==> src/pei_map.vh <==
// Register map, field positions, reset values and filter timing of the protection interrupts
`ifndef PEI_MAP_VH
`define PEI_MAP_VH

// Register offsets
`define PEI_ADDR_FLAG 8'h02
`define PEI_ADDR_BST_TIMING 8'h22
`define PEI_ADDR_PROT 8'h26
`define PEI_ADDR_INT_STATUS 8'h2D
`define PEI_ADDR_INT_MASK 8'h2E
`define PEI_ADDR_DEGLITCH 8'h2F

// Flag register fields
`define PEI_FLAG_RES_BIT 1
`define PEI_FLAG_FREQ_BIT 0

// Boost timing register fields
`define PEI_BST_LATCH_BIT 7

// Protection register fields
`define PEI_PROT_OVERCURRENT_EVENT_BIT 3
`define PEI_PROT_OVERTEMP_EVENT_BIT 2
`define PEI_PROT_OCP_EN_BIT 1
`define PEI_PROT_OTP_EN_BIT 0
`define PEI_PROT_EN_RESET 2'h3

// Interrupt status and mask bit positions
`define PEI_INT_LEAK 11
`define PEI_INT_RES_DMG 10
`define PEI_INT_FREQ_DMG 9
`define PEI_INT_BCK_STB 8
`define PEI_INT_PLL_LCK 7
`define PEI_INT_BST_OC_PRED 6
`define PEI_BATTERY_UNDERVOLTAGE_FLAG 5
`define PEI_SUPPLY_OVERVOLTAGE_FLAG 4
`define PEI_INT_AMP_OC_P 3
`define PEI_INT_AMP_OC_N 2
`define PEI_INT_BST_OC 1
`define PEI_OVERTEMPERATURE_FLAG 0
`define PEI_INT_WIDTH 12
`define PEI_MASK_RESET 12'h07F
`define PEI_DEGLITCH_RESET 12'h500

// Deglitch selects
`define PEI_DG_NONE 2'h0
`define PEI_DG_SHORT 2'h1
`define PEI_DG_MID 2'h2
`define PEI_DG_LONG 2'h3

// Filter times in ns and the clock period in ns
`define PEI_CLK_PERIOD_NS 20
`define PEI_DG_SHORT_NS 40
`define PEI_DG_MID_NS 81
`define PEI_DG_LONG_NS 122

// Least times rounded up to whole clock cycles, sized to the three-bit filter counter
`define PEI_DG_SHORT_CYC 3'h2
`define PEI_DG_MID_CYC 3'h5
`define PEI_DG_LONG_CYC 3'h7

`endif

==> src/pei_deglitch.v <==
// Persistence filter for one fault source with a selectable minimum time
`timescale 1ns/100ps
`include "pei_map.vh"

module pei_deglitch
(
  input wire sys_clk_i,
  input wire reset_i,
  input wire level_i,
  input wire [1:0] select_i,
  output wire level_o
);

  reg [2:0] count_q;
  reg [2:0] count_d;
  reg held_q;
  reg held_d;

  // Cycle count a source must persist for a given select
  function [2:0] pei_need;
    input [1:0] sel;
    begin
      if (sel == `PEI_DG_SHORT)
        pei_need = `PEI_DG_SHORT_CYC;
      else if (sel == `PEI_DG_MID)
        pei_need = `PEI_DG_MID_CYC;
      else
        pei_need = `PEI_DG_LONG_CYC;
    end
  endfunction

  // A low input drops the output at once; only rising needs persistence
  always @*
  begin
    count_d = 3'h0;
    held_d = 1'b0;
    if (level_i)
    begin
      if (count_q + 3'h1 >= pei_need(select_i))
        held_d = 1'b1;
      count_d = held_d ? count_q : count_q + 3'h1;
    end
  end

  always @(posedge sys_clk_i)
  begin
    if (reset_i)
    begin
      count_q <= 3'h0;
      held_q <= 1'b0;
    end
    else
    begin
      count_q <= count_d;
      held_q <= held_d;
    end
  end

  // No filtering passes the synchronised level straight through
  assign level_o = (select_i == `PEI_DG_NONE) ? level_i : held_q; // see RL7

endmodule

==> src/pei_core.v <==
// Interrupt status, mask, deglitch and protection enables of the speaker amplifier
// Functional notes
// RL1: Twelve interrupt flags sit in status bits 11 to 0, one for each fault or status source.
// RL2: All status flags but bits 10 and 9 stay set until the host reads the status register.
// RL3: Status bit 10 mirrors the resistance damage flag, ignores reads, and clears by writing 0.
// RL4: Status bit 9 mirrors the frequency damage flag, ignores reads, and clears by writing 0.
// RL5: A read/write mask holds one bit per source; bits 6 to 0 reset to 1, bits 11 to 7 to 0.
// RL6: The interrupt output is active while any flag is set whose mask bit is 0.
// RL7: Each two-bit filter select gives no filter, 40ns, 81ns or 122ns of required persistence.
// RL8: The deglitch register holds six selects; the two voltage ones reset to 01, others to 00.
// RL9: Protection enables for over-current and over-temperature reset to 1; bits 3 and 2 show events.
// RL10: With the latch enable bit 7 set, an amplifier over-current shutdown is held, not released.
// RL11: Flag bits 1 and 0 set on coil resistance and resonant frequency damage; the host clears them.
`timescale 1ns/100ps
`include "pei_map.vh"

module pei_core
(
  input wire sys_clk_i,
  input wire reset_i,
  input wire [7:0] reg_addr_i,
  input wire [15:0] reg_wdata_i,
  input wire reg_wr_i,
  input wire reg_rd_i,
  output reg [15:0] reg_rdata_o,
  input wire air_leak_i,
  input wire bitclock_stable_i,
  input wire pll_locked_i,
  input wire predicted_boost_overcurrent_i,
  input wire battery_undervoltage_i,
  input wire supply_overvoltage_i,
  input wire amp_high_side_overcurrent_i,
  input wire amp_low_side_overcurrent_i,
  input wire boost_overcurrent_i,
  input wire overtemperature_i,
  input wire resistance_damage_i,
  input wire frequency_damage_i,
  output reg irq_o,
  output reg amp_overcurrent_shutdown_o,
  output reg boost_overcurrent_shutdown_o,
  output reg overtemperature_shutdown_o
);

  localparam NSRC = 10;
  localparam NFILT = 6;

  reg [NSRC-1:0] sync1_q;
  reg [NSRC-1:0] sync2_q;
  wire [NSRC-1:0] raw_src;
  wire [NFILT-1:0] filtered;
  wire [`PEI_INT_WIDTH-1:0] events;

  reg resistance_damage_flag_q;
  reg frequency_damage_flag_q;
  reg [`PEI_INT_WIDTH-1:0] status_q;
  reg [`PEI_INT_WIDTH-1:0] status_d;
  reg [`PEI_INT_WIDTH-1:0] mask_q;
  reg [`PEI_INT_WIDTH-1:0] deglitch_q;
  reg overcurrent_protect_en_q;
  reg overtemp_protect_en_q;
  reg overcurrent_event_q;
  reg overtemp_event_q;
  reg amp_overcurrent_latch_enable_q;
  reg amp_oc_latched_q;

  wire wr_flag;
  wire wr_bst;
  wire wr_prot;
  wire wr_mask;
  wire wr_dg;
  wire rd_status;
  wire rd_prot;
  wire amp_oc;
  wire any_oc;
  wire ot_now;

  // Fault comparators are asynchronous to this clock
  assign raw_src = {air_leak_i, bitclock_stable_i, pll_locked_i, predicted_boost_overcurrent_i,
                    battery_undervoltage_i, supply_overvoltage_i, amp_high_side_overcurrent_i,
                    amp_low_side_overcurrent_i, boost_overcurrent_i, overtemperature_i};

  // Two-stage synchroniser, the first stage feeds only the second
  always @(posedge sys_clk_i)
  begin
    if (reset_i)
    begin
      sync1_q <= {NSRC{1'b0}};
      sync2_q <= {NSRC{1'b0}};
    end
    else
    begin
      sync1_q <= raw_src;
      sync2_q <= sync1_q;
    end
  end

  // One filter for each of the six sources in status bits 5 to 0; select field i belongs to status bit i
  genvar gi;
  generate
    for (gi = 0; gi < NFILT; gi = gi + 1)
    begin : g_filt
      pei_deglitch u_filt
      (
        .sys_clk_i(sys_clk_i),
        .reset_i(reset_i),
        .level_i(sync2_q[gi]),
        .select_i(deglitch_q[2*gi+1:2*gi]),
        .level_o(filtered[gi])
      );
    end
  endgenerate

  // Register access strobes
  assign wr_flag = reg_wr_i && (reg_addr_i == `PEI_ADDR_FLAG);
  assign wr_bst = reg_wr_i && (reg_addr_i == `PEI_ADDR_BST_TIMING);
  assign wr_prot = reg_wr_i && (reg_addr_i == `PEI_ADDR_PROT);
  assign wr_mask = reg_wr_i && (reg_addr_i == `PEI_ADDR_INT_MASK);
  assign wr_dg = reg_wr_i && (reg_addr_i == `PEI_ADDR_DEGLITCH);
  assign rd_status = reg_rd_i && (reg_addr_i == `PEI_ADDR_INT_STATUS);
  assign rd_prot = reg_rd_i && (reg_addr_i == `PEI_ADDR_PROT);

  // Damage flags: set by the detector, cleared by writing 0; the set wins a collision
  always @(posedge sys_clk_i)
  begin
    if (reset_i)
    begin
      resistance_damage_flag_q <= 1'b0;
      frequency_damage_flag_q <= 1'b0;
    end
    else
    begin
      if (resistance_damage_i)
        resistance_damage_flag_q <= 1'b1; // see RL11
      else if (wr_flag && !reg_wdata_i[`PEI_FLAG_RES_BIT])
        resistance_damage_flag_q <= 1'b0; // see RL3
      if (frequency_damage_i)
        frequency_damage_flag_q <= 1'b1; // see RL11
      else if (wr_flag && !reg_wdata_i[`PEI_FLAG_FREQ_BIT])
        frequency_damage_flag_q <= 1'b0; // see RL4
    end
  end

  // Per-bit event sources in status order
  assign events = {sync2_q[9], 1'b0, 1'b0, sync2_q[8], sync2_q[7], sync2_q[6], filtered}; // see RL1

  // Sticky flags clear on a status read, except the two damage mirrors
  always @*
  begin
    status_d = status_q;
    if (rd_status)
      status_d = {`PEI_INT_WIDTH{1'b0}}; // see RL2
    status_d = status_d | events;
    status_d[`PEI_INT_RES_DMG] = resistance_damage_flag_q; // see RL3
    status_d[`PEI_INT_FREQ_DMG] = frequency_damage_flag_q; // see RL4
  end

  always @(posedge sys_clk_i)
  begin
    if (reset_i)
      status_q <= {`PEI_INT_WIDTH{1'b0}};
    else
      status_q <= status_d; // see RL1
  end

  // Mask, deglitch and latch-enable registers
  always @(posedge sys_clk_i)
  begin
    if (reset_i)
    begin
      mask_q <= `PEI_MASK_RESET; // see RL5
      deglitch_q <= `PEI_DEGLITCH_RESET; // see RL8
      amp_overcurrent_latch_enable_q <= 1'b0; // see RL10
      {overcurrent_protect_en_q, overtemp_protect_en_q} <= `PEI_PROT_EN_RESET; // see RL9
    end
    else
    begin
      if (wr_mask)
        mask_q <= reg_wdata_i[`PEI_INT_WIDTH-1:0]; // see RL5
      if (wr_dg)
        deglitch_q <= reg_wdata_i[`PEI_INT_WIDTH-1:0]; // see RL8
      if (wr_bst)
        amp_overcurrent_latch_enable_q <= reg_wdata_i[`PEI_BST_LATCH_BIT]; // see RL10
      if (wr_prot)
      begin
        overcurrent_protect_en_q <= reg_wdata_i[`PEI_PROT_OCP_EN_BIT]; // see RL9
        overtemp_protect_en_q <= reg_wdata_i[`PEI_PROT_OTP_EN_BIT]; // see RL9
      end
    end
  end

  assign amp_oc = filtered[`PEI_INT_AMP_OC_P] | filtered[`PEI_INT_AMP_OC_N];
  assign any_oc = amp_oc | filtered[`PEI_INT_BST_OC];
  assign ot_now = filtered[`PEI_OVERTEMPERATURE_FLAG];

  // Event records are sticky and clear on a read of the protection register; set wins
  always @(posedge sys_clk_i)
  begin
    if (reset_i)
    begin
      overcurrent_event_q <= 1'b0;
      overtemp_event_q <= 1'b0;
    end
    else
    begin
      overcurrent_event_q <= (overcurrent_event_q & ~rd_prot) | any_oc; // see RL9
      overtemp_event_q <= (overtemp_event_q & ~rd_prot) | ot_now; // see RL9
    end
  end

  // The latch holds until the host drops the latch enable or the protection enable,
  // since a latched shutdown with no release path would silence the speaker for good
  always @(posedge sys_clk_i)
  begin
    if (reset_i)
      amp_oc_latched_q <= 1'b0;
    else if (!amp_overcurrent_latch_enable_q || !overcurrent_protect_en_q)
      amp_oc_latched_q <= 1'b0;
    else if (amp_oc)
      amp_oc_latched_q <= 1'b1; // see RL10
  end

  // Shutdown and interrupt outputs, registered to keep them glitch free
  always @(posedge sys_clk_i)
  begin
    if (reset_i)
    begin
      irq_o <= 1'b0;
      amp_overcurrent_shutdown_o <= 1'b0;
      boost_overcurrent_shutdown_o <= 1'b0;
      overtemperature_shutdown_o <= 1'b0;
    end
    else
    begin
      irq_o <= |(status_q & ~mask_q); // see RL6
      amp_overcurrent_shutdown_o <= overcurrent_protect_en_q & (amp_oc | amp_oc_latched_q); // see RL10
      boost_overcurrent_shutdown_o <= overcurrent_protect_en_q & filtered[`PEI_INT_BST_OC]; // see RL9
      overtemperature_shutdown_o <= overtemp_protect_en_q & ot_now; // see RL9
    end
  end

  // Read data is registered one cycle after the read strobe; unmapped reads give zero
  always @(posedge sys_clk_i)
  begin
    if (reset_i)
      reg_rdata_o <= 16'h0000;
    else if (reg_rd_i)
    begin
      if (reg_addr_i == `PEI_ADDR_FLAG)
        reg_rdata_o <= {14'h0000, resistance_damage_flag_q, frequency_damage_flag_q};
      else if (reg_addr_i == `PEI_ADDR_BST_TIMING)
        reg_rdata_o <= {8'h00, amp_overcurrent_latch_enable_q, 7'h00};
      else if (reg_addr_i == `PEI_ADDR_PROT)
        reg_rdata_o <= {12'h000, overcurrent_event_q, overtemp_event_q,
                        overcurrent_protect_en_q, overtemp_protect_en_q};
      else if (reg_addr_i == `PEI_ADDR_INT_STATUS)
        reg_rdata_o <= {4'h0, status_q};
      else if (reg_addr_i == `PEI_ADDR_INT_MASK)
        reg_rdata_o <= {4'h0, mask_q};
      else if (reg_addr_i == `PEI_ADDR_DEGLITCH)
        reg_rdata_o <= {4'h0, deglitch_q};
      else
        reg_rdata_o <= 16'h0000;
    end
  end

endmodule

==> config.mk <==
export PLATFORM = sky130hd
export DESIGN_NAME = pei_core
export DESIGN_NICKNAME = d
export VERILOG_FILES = /design/src/pei_deglitch.v /design/src/pei_core.v
export VERILOG_INCLUDE_DIRS = /design/src
export SDC_FILE = /design/constraint.sdc
export NUM_CORES = 1
export LEC_CHECK = 0
export BUFFER_PORTS_ARGS = -buffer_cell sky130_fd_sc_hd__buf_4
export CAP_MARGIN = 25
export CORE_MARGIN = 3
export CORE_UTILIZATION = 57
export CTS_CLUSTER_DIAMETER = 150
export DETAILED_ROUTE_END_ITERATION = 16
export PLACE_DENSITY = 0.79
export SLEW_MARGIN = 30
export SYNTH_ARGS = -nofsm -noshare
export SYNTH_HDL_FRONTEND = slang
export SYNTH_HIERARCHICAL = 1
export SYNTH_SLANG_ARGS = --single-unit
==> constraint.sdc <==
create_clock -name sys_clk_i -period 2.1 [get_ports sys_clk_i]
set_input_delay 0 -clock sys_clk_i [delete_from_list [all_inputs] [get_ports sys_clk_i]]
set_output_delay 0 -clock sys_clk_i [all_outputs]
set_load 0.01 [all_outputs]
# Word-level counts from Yosys, hierarchy flattened
# Cells that the tools add are included.
# word_totals
ff_bits	108
input_bits	40
out_inout_bits	20
# classes
add_sub_neg	6
order_cmp	6
eq_ne	18
mux	47
bitwise_logic	20
n_reduce_logical	30
# op_table
operator	count
$mux W12	7
$eq A8 B6 Y1 const B	5
$mux W3	12
$mux W1	22
$add A3 B1 Y3 const B	6
$ge A3 B3 Y1	6
$reduce_or A2 Y1	7
$and A12 B12 Y12	1
$eq A2 B1 Y1 const B	6
$eq A2 B2 Y1 const B	6
$logic_not A2 Y1	6
$mux W2	6
$not A12 Y12	1
$or A12 B12 Y12	1
$reduce_or A12 Y1	1
$logic_and A1 B1 Y1	9
$eq A8 B2 Y1 const B	1
$not A1 Y1	7
$and A1 B1 Y1	5
$or A1 B1 Y1	5
$logic_not A1 Y1	4
$reduce_bool A2 Y1	2
$logic_or A1 B1 Y1	1

# Depth between registers and ports, before layout
# Gate-level depths: netlist of the first run.
# depth
word_depth	7
mapped_depth	7
mapped_depth_nobuf	7

# Modules after synthesis
# Netlist of the first run, hierarchy kept.
# modules_own_cells
module	instances	cells_each	area_each_um2
pei_core	1	334	3105.5
pei_deglitch	6	27	264.0

# Least setup slack after synthesis of the first run
# No wires, ideal clock.
# synth_path
kind	input to register
start	input reg_addr_i[4]
end	register mask_q[3]
setup_ns	0.120
t_arrival_ns	1.466
t_required_ns	1.980
path_slack_ns	0.514
cell_stages	4
n_path_buf	0
cell_sequence	or4b_4 > nor4_4 > nor2_1 > a211o_1
# synth_via
elab_chain_len	2
# synth_rtl
item	line	source
from (decl)	pei_core.v:21	input wire [7:0] reg_addr_i,
$eq A8 B6 Y1 (no source line)	n/a	
$logic_and A1 B1 Y1	pei_core.v:117	assign wr_mask = reg_wr_i && (reg_addr_i == `PEI_ADDR_INT_MASK);
to (signal assigned)	pei_core.v:170	mask_q <= `PEI_MASK_RESET;
to (signal assigned)	pei_core.v:178	mask_q <= reg_wdata_i[`PEI_INT_WIDTH-1:0];
to (decl)	pei_core.v:57	reg [`PEI_INT_WIDTH-1:0] mask_q;
# Every way passes these cells.
# A chain may end at the register's enable or synchronous reset.

# Final worst setup path of the first run
# layout_path
start	register g_filt[2].u_filt.count_q[0]
end	register g_filt[2].u_filt.count_q[1]
# layout_via
elab_chain_len	4
# layout_rtl
item	line	source
from (decl)	pei_deglitch.v:14	reg [2:0] count_q;
from (signal assigned)	pei_deglitch.v:54	count_q <= count_d;
$add A3 B1 Y3 *	pei_deglitch.v:39, pei_deglitch.v:41	
$ge A3 B3 Y1	pei_deglitch.v:39	if (count_q + 3'h1 >= pei_need(select_i))
$mux W1	pei_deglitch.v:39	
$mux W1	pei_deglitch.v:37	if (level_i)
# Every way passes the cells marked *; elsewhere a longest branch is shown, timed or not. The select of a mux whose other input is x is not followed.

==> qor.csv, run 1 <==
metric,value,unit
Die ar.,0.00935,sq mm
I/O pin count,60,
die span in x,96.7,um
synth unique cells,45,
port buffer count,51,
routed wire length,9730,um
Hold Crit Class,input pin to register,
worst-path maximum fanout,3,
starting DRC count in detailed routing,146,
final number of hold-violating endpoints,0,
largest net degree at the start of global routing,52,
asr flop ratio synth,0,%
area share of the largest cell type after synthesis,44.4,%
GRT Util Overall,21.2,%
Worst setup SP type,register,
GR Util met3,3.24,%
Die Y,96.7,um
Placement Setup Slack,399,ps
fin cells,677,
post-route clock period utilization,80.5,%
internal power,2.89,mW
FMAX,592,MHz
Setup Viol. Count Final,0,
Max Root-Sink Buffers,2,
initial antenna violation count,0,
Clock power frac,37.2,%
met1 Usage GRT,26.4,%
status,"complete, no violations",
"commonest non-fill, non-tap cell in the layout",dfxtp_1,
Seq pwr share,55.0,%
total gr overflow,0,
slew at the pin closest to its max-slew limit,609,ps
Area contributors post-synth,"dfxtp_1 44%, ha_1 6.4%, mux2i_1 5.5%",
Post-Syn Area,0.00469,sq mm
layout cells sized above 1,19.1,%
combinational share of power,7.8,%
relative slew slack,59.3,%
Mapped Cells,496,
Net Sw Power,0.810,mW
ant diodes,0,
Post-synth EDFFs,0,
Yosys Warn Count,6,
unrepaired setup endpoints after global routing,no,
CP Capture Type,register,
vias per cell,5.37,
Layout area overhead,20.1,%
worst setup margin,410,ps
"Slew Viols, Final",0,
Switching Fraction,21.9,%
number of CTS-inserted buffers,9,
row cnt,32,
CTS tree,built,
placed insts,637,
clk slew on worst S/H paths,100,ps
via count,3633,
Post-CTS Setup Inserts,0,
Pre-Repair DR Iteration Count,4,
most common flop cell mapped by yosys,dfxtp_1,
Core Box Area,0.00785,sq mm
Pwr per Cell Area,658,mW/mm^2
maxcap violations,0,
# resized after CTS,0,
# fillers,608,
H-tree levels,3,
met2 Use GR,37.7,%
DP HPWL,6990,um
skew final,14.1,ps
Seq. cell area,0.00208,sq mm
# clock sinks,104,
GR peak layer,met2,
overall power,3.70,mW
GP Congestion,0.868,
peak supply drop,0.412,mV
"area leader, netlist",dfxtp_1,
Post-Syn Area per Cell,9.45,sq um
register area share after synthesis,44.4,%
Tmin final,1690,ps
total negative slack,0,ps
"commonest cells after routing, fill and taps aside","104 x dfxtp_1, 66 x nor2_1, 60 x buf_4",
Worst Path Arrival,1940,ps
"antenna viol nets, final",0,
clock root buffer,clkbuf_8,
WS Path Type,register to register,
area of the multi-input gates,0.00242,sq mm
Pleak,2.40,nW
Clock Latency Late Sink,350,ps
initial core utilization,59.8,%
nets,634,
#FFs+latches synth,104,
CP required,2350,ps
WL/cell,14.4,um
first-pass GRT wire length,16500,um
vias in the first global route,3591,
drt drc,0,
timing repair:
action / 4_1_cts / 5_1_grt
hold endpoints to repair: 39 / 0
hold buffers: 24 / 0
endpoints found under the setup margin: 0 / 0
worst max-delay path, cell delays in order, from the launching register on:
cell	delay, ps
dfxtp_1	350
ha_1	240
xor2_1	150
ha_1	310
nand2_1	100
o21ai_2	200
mux2i_1	200
nor2_1	50
power groups by stage:
stage	clock (mW)	combinational, mW	sequential, mW
finish	1.38	0.289	2.04
floorplan	0	0.154	2.08
global route	1.48	0.316	2.04
global placement	0	0.243	2.08
detailed placement	0	0.251	2.08
CTS	1.40	0.287	2.04
logic make-up after synthesis:
| logic type | share of synthesized area, % |
|---|---|
| AND/OR/NAND/NOR | 21.1 |
| flip-flops | 44.4 |
| AO/OA/AOI/OAI | 13.4 |
| buffers and inverters | 4.22 |
| multiplexers | 6.99 |
| adder cells (fa/ha/maj) | 6.40 |
| XOR/XNOR | 3.36 |
| other | 0.0800 |
synthesized netlist by cell type, types with 2 or more instances:
cell and n:
a211o_1 2, a21o_1 9, a21oi_1 24, a21oi_2 11, a221oi_1 3, a31oi_1 3, and2_1 2, and3b_1 2
buf_2 2, buf_4 5, clkbuf_1 16, dfxtp_1 104, ha_1 24, inv_1 21, mux2_2 6, mux2i_1 26
nand2_1 20, nand2b_1 15, nand3_1 4, nand4b_1 2, nor2_1 66, nor2b_1 39, nor2b_4 6, nor3_1 12
o211ai_1 9, o21ai_0 10, o21ai_2 6, o221ai_1 7, o22ai_1 7, xor2_1 18
per-stage QoR:
step / hold WS, ps / utilization (%) / area, sq um
floorplan: 117 / - / 4700
global placement: 212 / 65.8 / 5160
detailed placement: 215 / 65.8 / 5160
CTS: 11.9 / 71.7 / 5630
global route: 42.6 / 71.7 / 5630
finish: 28.0 / 71.7 / 5630
cell type report:
class	count	share of cell area [%]
Sequential cell	104	37.0
Timing Repair Buffer	84	12.3
Clock buffer	11	2.69
Tap cell	102	2.27
Multi-Input combinational cell	350	43.0
Inverter	21	1.40
Clock inverter	5	1.40
worst paths after layout:
kind | start | endpoint | slack, ps | cells past startpoint
min | reg_wr_i | frequency_damage_flag_q$_SDFFE_PP0P_ | 30 | 4
max | g_filt[2].u_filt/count_q[0]$_SDFFE_PP0N_ | g_filt[2].u_filt/count_q[1]$_SDFFE_PP0N_ | 410 | 7
min reg2reg | sync1_q[9]$_SDFF_PP0_ | sync2_q[9]$_SDFF_PP0_ | 440 | 1
max reg2reg | g_filt[2].u_filt/count_q[0]$_SDFFE_PP0N_ | g_filt[2].u_filt/count_q[1]$_SDFFE_PP0N_ | 410 | 7
state kept, by name, indices dropped and copies added (netlist names), 6 cells and up:
signal,count
sync1_q,10
g_filt.u_filt/held_q,6
g_filt.u_filt/count_q,18
mask_q,12
deglitch_q,12
sync2_q,10
status_q,12
reg_rdata_o,12
per-layer routing:
metal	share of wire, %	routed length, um
met4	1.0	100
met2	51	4930
met1	44	4310
met3	4.1	396
met5	0	0
Note: power is estimated with default switching activity, not from simulation.
==> run 2: changes to the inputs <==
--- a/config.mk
+++ b/config.mk
@@ -9,10 +9,10 @@
 export BUFFER_PORTS_ARGS = -buffer_cell sky130_fd_sc_hd__buf_4
 export CAP_MARGIN = 25
 export CORE_MARGIN = 3
-export CORE_UTILIZATION = 57
+export CORE_UTILIZATION = 52
 export CTS_CLUSTER_DIAMETER = 150
 export DETAILED_ROUTE_END_ITERATION = 16
-export PLACE_DENSITY = 0.79
+export PLACE_DENSITY = 0.76
 export SLEW_MARGIN = 30
 export SYNTH_ARGS = -nofsm -noshare
 export SYNTH_HDL_FRONTEND = slang
==> constraint.sdc (replaced) <==
create_clock -name sys_clk_i -period 1.4 [get_ports sys_clk_i]
set_input_delay 0 -clock sys_clk_i [delete_from_list [all_inputs] [get_ports sys_clk_i]]
set_output_delay 0 -clock sys_clk_i [all_outputs]
set_load 0.01 [all_outputs]
==> run 2 against run 1 <==
Net effect: critical endpoint is now g_filt[1].u_filt/count_q[2]$_SDFFE_PP0N_; count of clock-buffer cells in the layout shrank 2; sequential power increased by 50%; fmax is 2.1% higher; highest routed layer unchanged; global-route usage grew 0.81 points; the run now ends with negative hold slack, negative setup slack left.
==> qor.csv, run 2 (synthesis results as in run 1) <==
metric,value,unit
status,"finished, violations left",
violated checks,"negative hold slack, negative setup slack",
overall power,5.41,mW
"commonest non-fill, non-tap cell in the layout",buf_4,
WHS,-9.74,ps
initial core utilization,53.8,%
Max Root-Sink Buffers,2,
I/O pin count,60,
CP max stage cell,dfxtp_2,
nets,680,
unrepaired setup endpoints after global routing,yes,
layout cells sized above 1,31.1,%
peak supply drop,0.723,mV
hold path depth,4,
Largest register FFs,18,
GR peak layer,met2,
worst-path maximum fanout,2,
post-route clock period utilization,118,%
die span in x,101,um
Worst R2R End,g_filt[1].u_filt/count_q[2]$_SDFFE_PP0N_,
H-tree levels,3,
GRT Util Overall,22.0,%
Layout area overhead,33.9,%
via count,3909,
Pwr per Cell Area,862,mW/mm^2
crit path from,g_filt[1].u_filt/count_q[1]$_SDFFE_PP0N_,
GP Congestion,0.845,
hold_sp,reg_wr_i,
Clock Latency Late Sink,370,ps
# clock sinks,104,
"CP delay by family, top",adder cells,
worst setup margin,-254,ps
row cnt,34,
R2R setup slack,-250,ps
Hold Crit Class,input pin to register,
maxcap violations,0,
ant diodes,0,
first-pass GRT wire length,17900,um
Pre-Repair DR Iteration Count,5,
drt drc,0,
Die ar.,0.0102,sq mm
"antenna viol nets, final",0,
Pleak,2.67,nW
"Slew Viols, Final",0,
"Largest stage delay, worst path",350,ps
critical path buffer and inverter count,0,
routed wire length,11000,um
WL/cell,15.0,um
port buffer count,51,
GR Util met3,5.26,%
starting DRC count in detailed routing,192,
final number of hold-violating endpoints,1,
worst path cell trace,ha_4 > xor2_1 > ha_1 > a21oi_2 > o211ai_1 > xor2_1 > nor2_1,
clk slew on worst S/H paths,100,ps
Worst Path Arrival,1920,ps
clock root buffer,clkbuf_8,
CTS tree,built,
WS Path Type,register to register,
Worst R2R Start,g_filt[1].u_filt/count_q[1]$_SDFFE_PP0N_,
total gr overflow,0,
FMAX,604,MHz
Tmin final,1650,ps
vias per cell,5.36,
Reg2Reg Depth,7,
"commonest cells after routing, fill and taps aside","100 x buf_4, 89 x dfxtp_1, 65 x nor2_1",
skew final,12.8,ps
DP HPWL,7840,um
CP required,1670,ps
met1 Usage GRT,25.7,%
Core Box Area,0.00872,sq mm
largest register by flop count,g_filt.u_filt/count_q,
initial antenna violation count,0,
vias in the first global route,3945,
Worst setup SP type,register,
number of CTS-inserted buffers,9,
met2 Use GR,39.7,%
CP Capture Type,register,
total negative slack,-4090,ps
Die Y,101,um
Hold Crit Endpoint,resistance_damage_flag_q$_SDFFE_PP0P_,
Setup Viol. Count Final,26,
CP dominant cell by count,xor2_1,
largest net degree at the start of global routing,25,
[run 2: cell count changes in the layout (fill, tap and decap cells not counted), sizes merged]
cell | previous run | this run
clkbuf | 11 | 9
dlygate4sd3 | 24 | 27
buf | 60 | 103
clkinv | 3 | 2
inv | 21 | 26
bufinv | 2 | 0
[run 2: worst max path at each step]
stage | end | slack [ps] | cells past startpoint
after global placement | g_filt[3].u_filt/count_q[1]$_SDFFE_PP0N_ | -170 | 7
after detailed placement | g_filt[3].u_filt/count_q[1]$_SDFFE_PP0N_ | -240 | 7
final | g_filt[1].u_filt/count_q[2]$_SDFFE_PP0N_ | -250 | 7
after CTS | g_filt[0].u_filt/count_q[1]$_SDFFE_PP0N_ | -200 | 7
after floorplan | mask_q[3]$_SDFFE_PP1P_ | -190 | 4
after global routing | g_filt[1].u_filt/count_q[2]$_SDFFE_PP0N_ | -350 | 7
[run 2: routing by layer]
layer,wire length [um],part of all wire (%),up-vias
li1,-,-,1926
met1,4620,42,1860
met2,5600,51,104
met3,551,5.0,19
met4,196,1.8,0
met5,0,0,-
[run 2: worst min-delay path, stage by stage]
cell	delay [ps]
buf_4	130
nand4b_1	80
a21oi_1	60
nor2_1	70
[run 2: area by class of cell]
class / instances / area (sq um)
inverter: 21 / 78.8
clock inverter: 7 / 76.3
sequential: 104 / 2100
fill: 637 / 2440
multi-input combinational: 350 / 2710
timing repair buffer: 130 / 1050
tap: 108 / 135
clock buffer: 9 / 124
[run 2: timing repair]
action                     4_1_cts  5_1_grt
setup endpoints to repair       27       30
pin swaps                       17       12
gates resized for setup         18       29
buffers inserted                 1        1
hold endpoints to repair        41        0
hold buffers                    28        0
[run 2: power breakdown]
group	leakage, nW	switching, mW	internal, mW	total, mW
registers	0.854	0.0350	3.02	3.05
logic	1.71	0.239	0.263	0.501
clock network	0.103	1.14	0.715	1.86
[run 2: per-stage QoR]
stage | hold slack, ps | utilization (%) | std cells | setup slack (ps) | instance area (sq um)
floorplan | 117 | - | 499 | -186 | 4810
global placement | 211 | 64.0 | 684 | -168 | 5580
detailed placement | 215 | 64.0 | 684 | -236 | 5580
CTS | 2.68 | 70.2 | 729 | -202 | 6120
global route | 22.0 | 72.0 | 729 | -351 | 6280
finish | -9.74 | 72.0 | 729 | -254 | 6280
==> run 3: changes to the inputs <==
--- a/config.mk
+++ b/config.mk
@@ -8,11 +8,13 @@
 export LEC_CHECK = 0
 export BUFFER_PORTS_ARGS = -buffer_cell sky130_fd_sc_hd__buf_4
 export CAP_MARGIN = 25
-export CORE_MARGIN = 3
-export CORE_UTILIZATION = 52
+export CELL_PAD_IN_SITES_DETAIL_PLACEMENT = 0
+export CELL_PAD_IN_SITES_GLOBAL_PLACEMENT = 1
+export CORE_MARGIN = 2
+export CORE_UTILIZATION = 40
 export CTS_CLUSTER_DIAMETER = 150
 export DETAILED_ROUTE_END_ITERATION = 16
-export PLACE_DENSITY = 0.76
+export PLACE_DENSITY_LB_ADDON = 0.1
 export SLEW_MARGIN = 30
 export SYNTH_ARGS = -nofsm -noshare
 export SYNTH_HDL_FRONTEND = slang
==> run 3 against run 2 <==
Net effect: the flow finishes with violations (negative setup slack); via count down 4.3%; sequential share of layout area fell by 0.58 points; die area rose by 24%; utilization down 16 points; sequential power about the same; design area up 1.6%; critical path depth did not move; largest cell class unchanged; highest routed layer unchanged.
==> qor.csv, run 3 (synthesis results as in run 1) <==
metric,value,unit
GR peak layer,met2,
CP Capture Type,register,
Switching Fraction,22.0,%
Clock Latency Late Sink,350,ps
routed wire length,11000,um
final instance area,0.00638,sq mm
"commonest non-fill, non-tap cell in the layout",buf_4,
Die Y,112,um
combinational share of power,7.9,%
met1 Usage GRT,22.3,%
ant diodes,0,
GRT Util Overall,18.1,%
vias in the first global route,3796,
WL/cell,14.4,um
Pleak,2.68,nW
Hold Crit Class,input pin to register,
starting DRC count in detailed routing,143,
FMAX,614,MHz
Worst setup SP type,register,
maxcap violations,0,
unrepaired setup endpoints after global routing,yes,
H-tree levels,3,
Tmin final,1630,ps
post-route clock period utilization,116,%
row cnt,39,
total gr overflow,0,
status,"finished, violations left",
worst-path maximum fanout,2,
initial antenna violation count,0,
Die ar.,0.0126,sq mm
CP required,1630,ps
WS Path Type,register to register,
GP Congestion,0.829,
met2 Use GR,31.1,%
clock root buffer,clkbuf_16,
Core Box Area,0.0114,sq mm
largest net degree at the start of global routing,28,
final number of hold-violating endpoints,0,
GR Util met3,4.32,%
CTS tree,built,
Largest register FFs,18,
layout cells sized above 1,30.7,%
"commonest cells after routing, fill and taps aside","99 x buf_4, 90 x dfxtp_1, 65 x nor2_1",
vias per cell,4.94,
Finished Core Util,55.9,%
Setup Viol. Count Final,23,
Seq pwr share,50.3,%
port buffer count,51,
worst setup margin,-228,ps
nets,676,
largest register by flop count,g_filt.u_filt/count_q,
I/O pin count,60,
DP HPWL,8000,um
Placement Setup Slack,-243,ps
die span in x,112,um
clk slew on worst S/H paths,60,ps
CP max stage cell,dfxtp_2,
violated checks,negative setup slack,
Worst Path Arrival,1860,ps
"antenna viol nets, final",0,
"Slew Viols, Final",0,
Clock power frac,41.7,%
Pwr per Cell Area,952,mW/mm^2
via count,3742,
# clock sinks,104,
Layout area overhead,36.1,%
internal power,4.74,mW
first-pass GRT wire length,18100,um
worst path cell trace,ha_4 > xor2_1 > ha_1 > a21oi_2 > o211ai_1 > xor2_1 > nor2_1,
peak supply drop,1.15,mV
initial core utilization,41.1,%
Max Root-Sink Buffers,2,
Post-DP Area,0.00563,sq mm
drt drc,0,
"Largest stage delay, worst path",330,ps
skew final,4.00,ps
CP dominant cell by count,xor2_1,
Pre-Repair DR Iteration Count,4,
Net Sw Power,1.34,mW
number of CTS-inserted buffers,9,
-- run 3: per-layer routing --
layer  up-vias  wire length [um]
li1       1924                 -
met1      1760              5110
met2        44              5310
met3        14               365
met4         0               167
met5         -                 0
-- run 3: cell type report --
type | count | area, sq um
fill | 1078 | 5040
multi-input combinational | 350 | 2690
sequential | 104 | 2100
timing repair buffer | 126 | 1030
clock buffer | 11 | 253
tap | 143 | 179
inverter | 21 | 78.8
clock inverter | 3 | 42.5
-- run 3: timing repair --
| item | 4_1_cts | 5_1_grt |
|---|---|---|
| buffers inserted | 2 | 1 |
| setup endpoints to repair | 25 | 26 |
| hold buffers | 24 | 0 |
| pin swaps | 21 | 5 |
| hold endpoints to repair | 39 | 0 |
| resized for setup | 18 | 20 |
-- run 3: path summary, 6_finish.rpt --
check | start | end | slack [ps] | cells after the start
max | g_filt[3].u_filt/count_q[1]$_SDFFE_PP0N_ | g_filt[3].u_filt/count_q[2]$_SDFFE_PP0N_ | -230 | 7
min | reset_i | status_q[0]$_SDFF_PP0_ | 20 | 2
max reg2reg | g_filt[3].u_filt/count_q[1]$_SDFFE_PP0N_ | g_filt[3].u_filt/count_q[2]$_SDFFE_PP0N_ | -230 | 7
min reg2reg | sync1_q[8]$_SDFF_PP0_ | sync2_q[8]$_SDFF_PP0_ | 440 | 1
-- run 3: critical path: cells and delay by family (launching register included) --
family,cells,cell delay [ps]
AOI/OAI and AO/OA,2,360
DFF,1,330
adders and majority gates,2,480
and+or+nand+nor,1,50
xor gates and xnor gates,2,300
-- run 3: metrics by stage --
| stage | setup TNS, ps | instances | hold slack, ps | power [mW] |
|---|---|---|---|---|
| 6_report | -3320 | 758 | 19.3 | 6.08 |
| 5_1_grt | -5350 | 758 | 25.8 | 6.29 |
| 4_1_cts | -3630 | 757 | 9.41 | 6.14 |
| 3_5_place_dp | -7620 | 717 | 213 | 3.55 |
| 3_3_place_gp | -6240 | 717 | 209 | 3.54 |
| 2_1_floorplan | -4480 | 499 | 117 | 3.35 |
-- run 3: power groups by stage --
stage	Combinational (mW)	Clock (mW)	Sequential, mW
finish	0.483	2.53	3.06
global route	0.536	2.69	3.06
CTS	0.480	2.60	3.06
detailed placement	0.422	0	3.13
global placement	0.416	0	3.13
floorplan	0.236	0	3.12
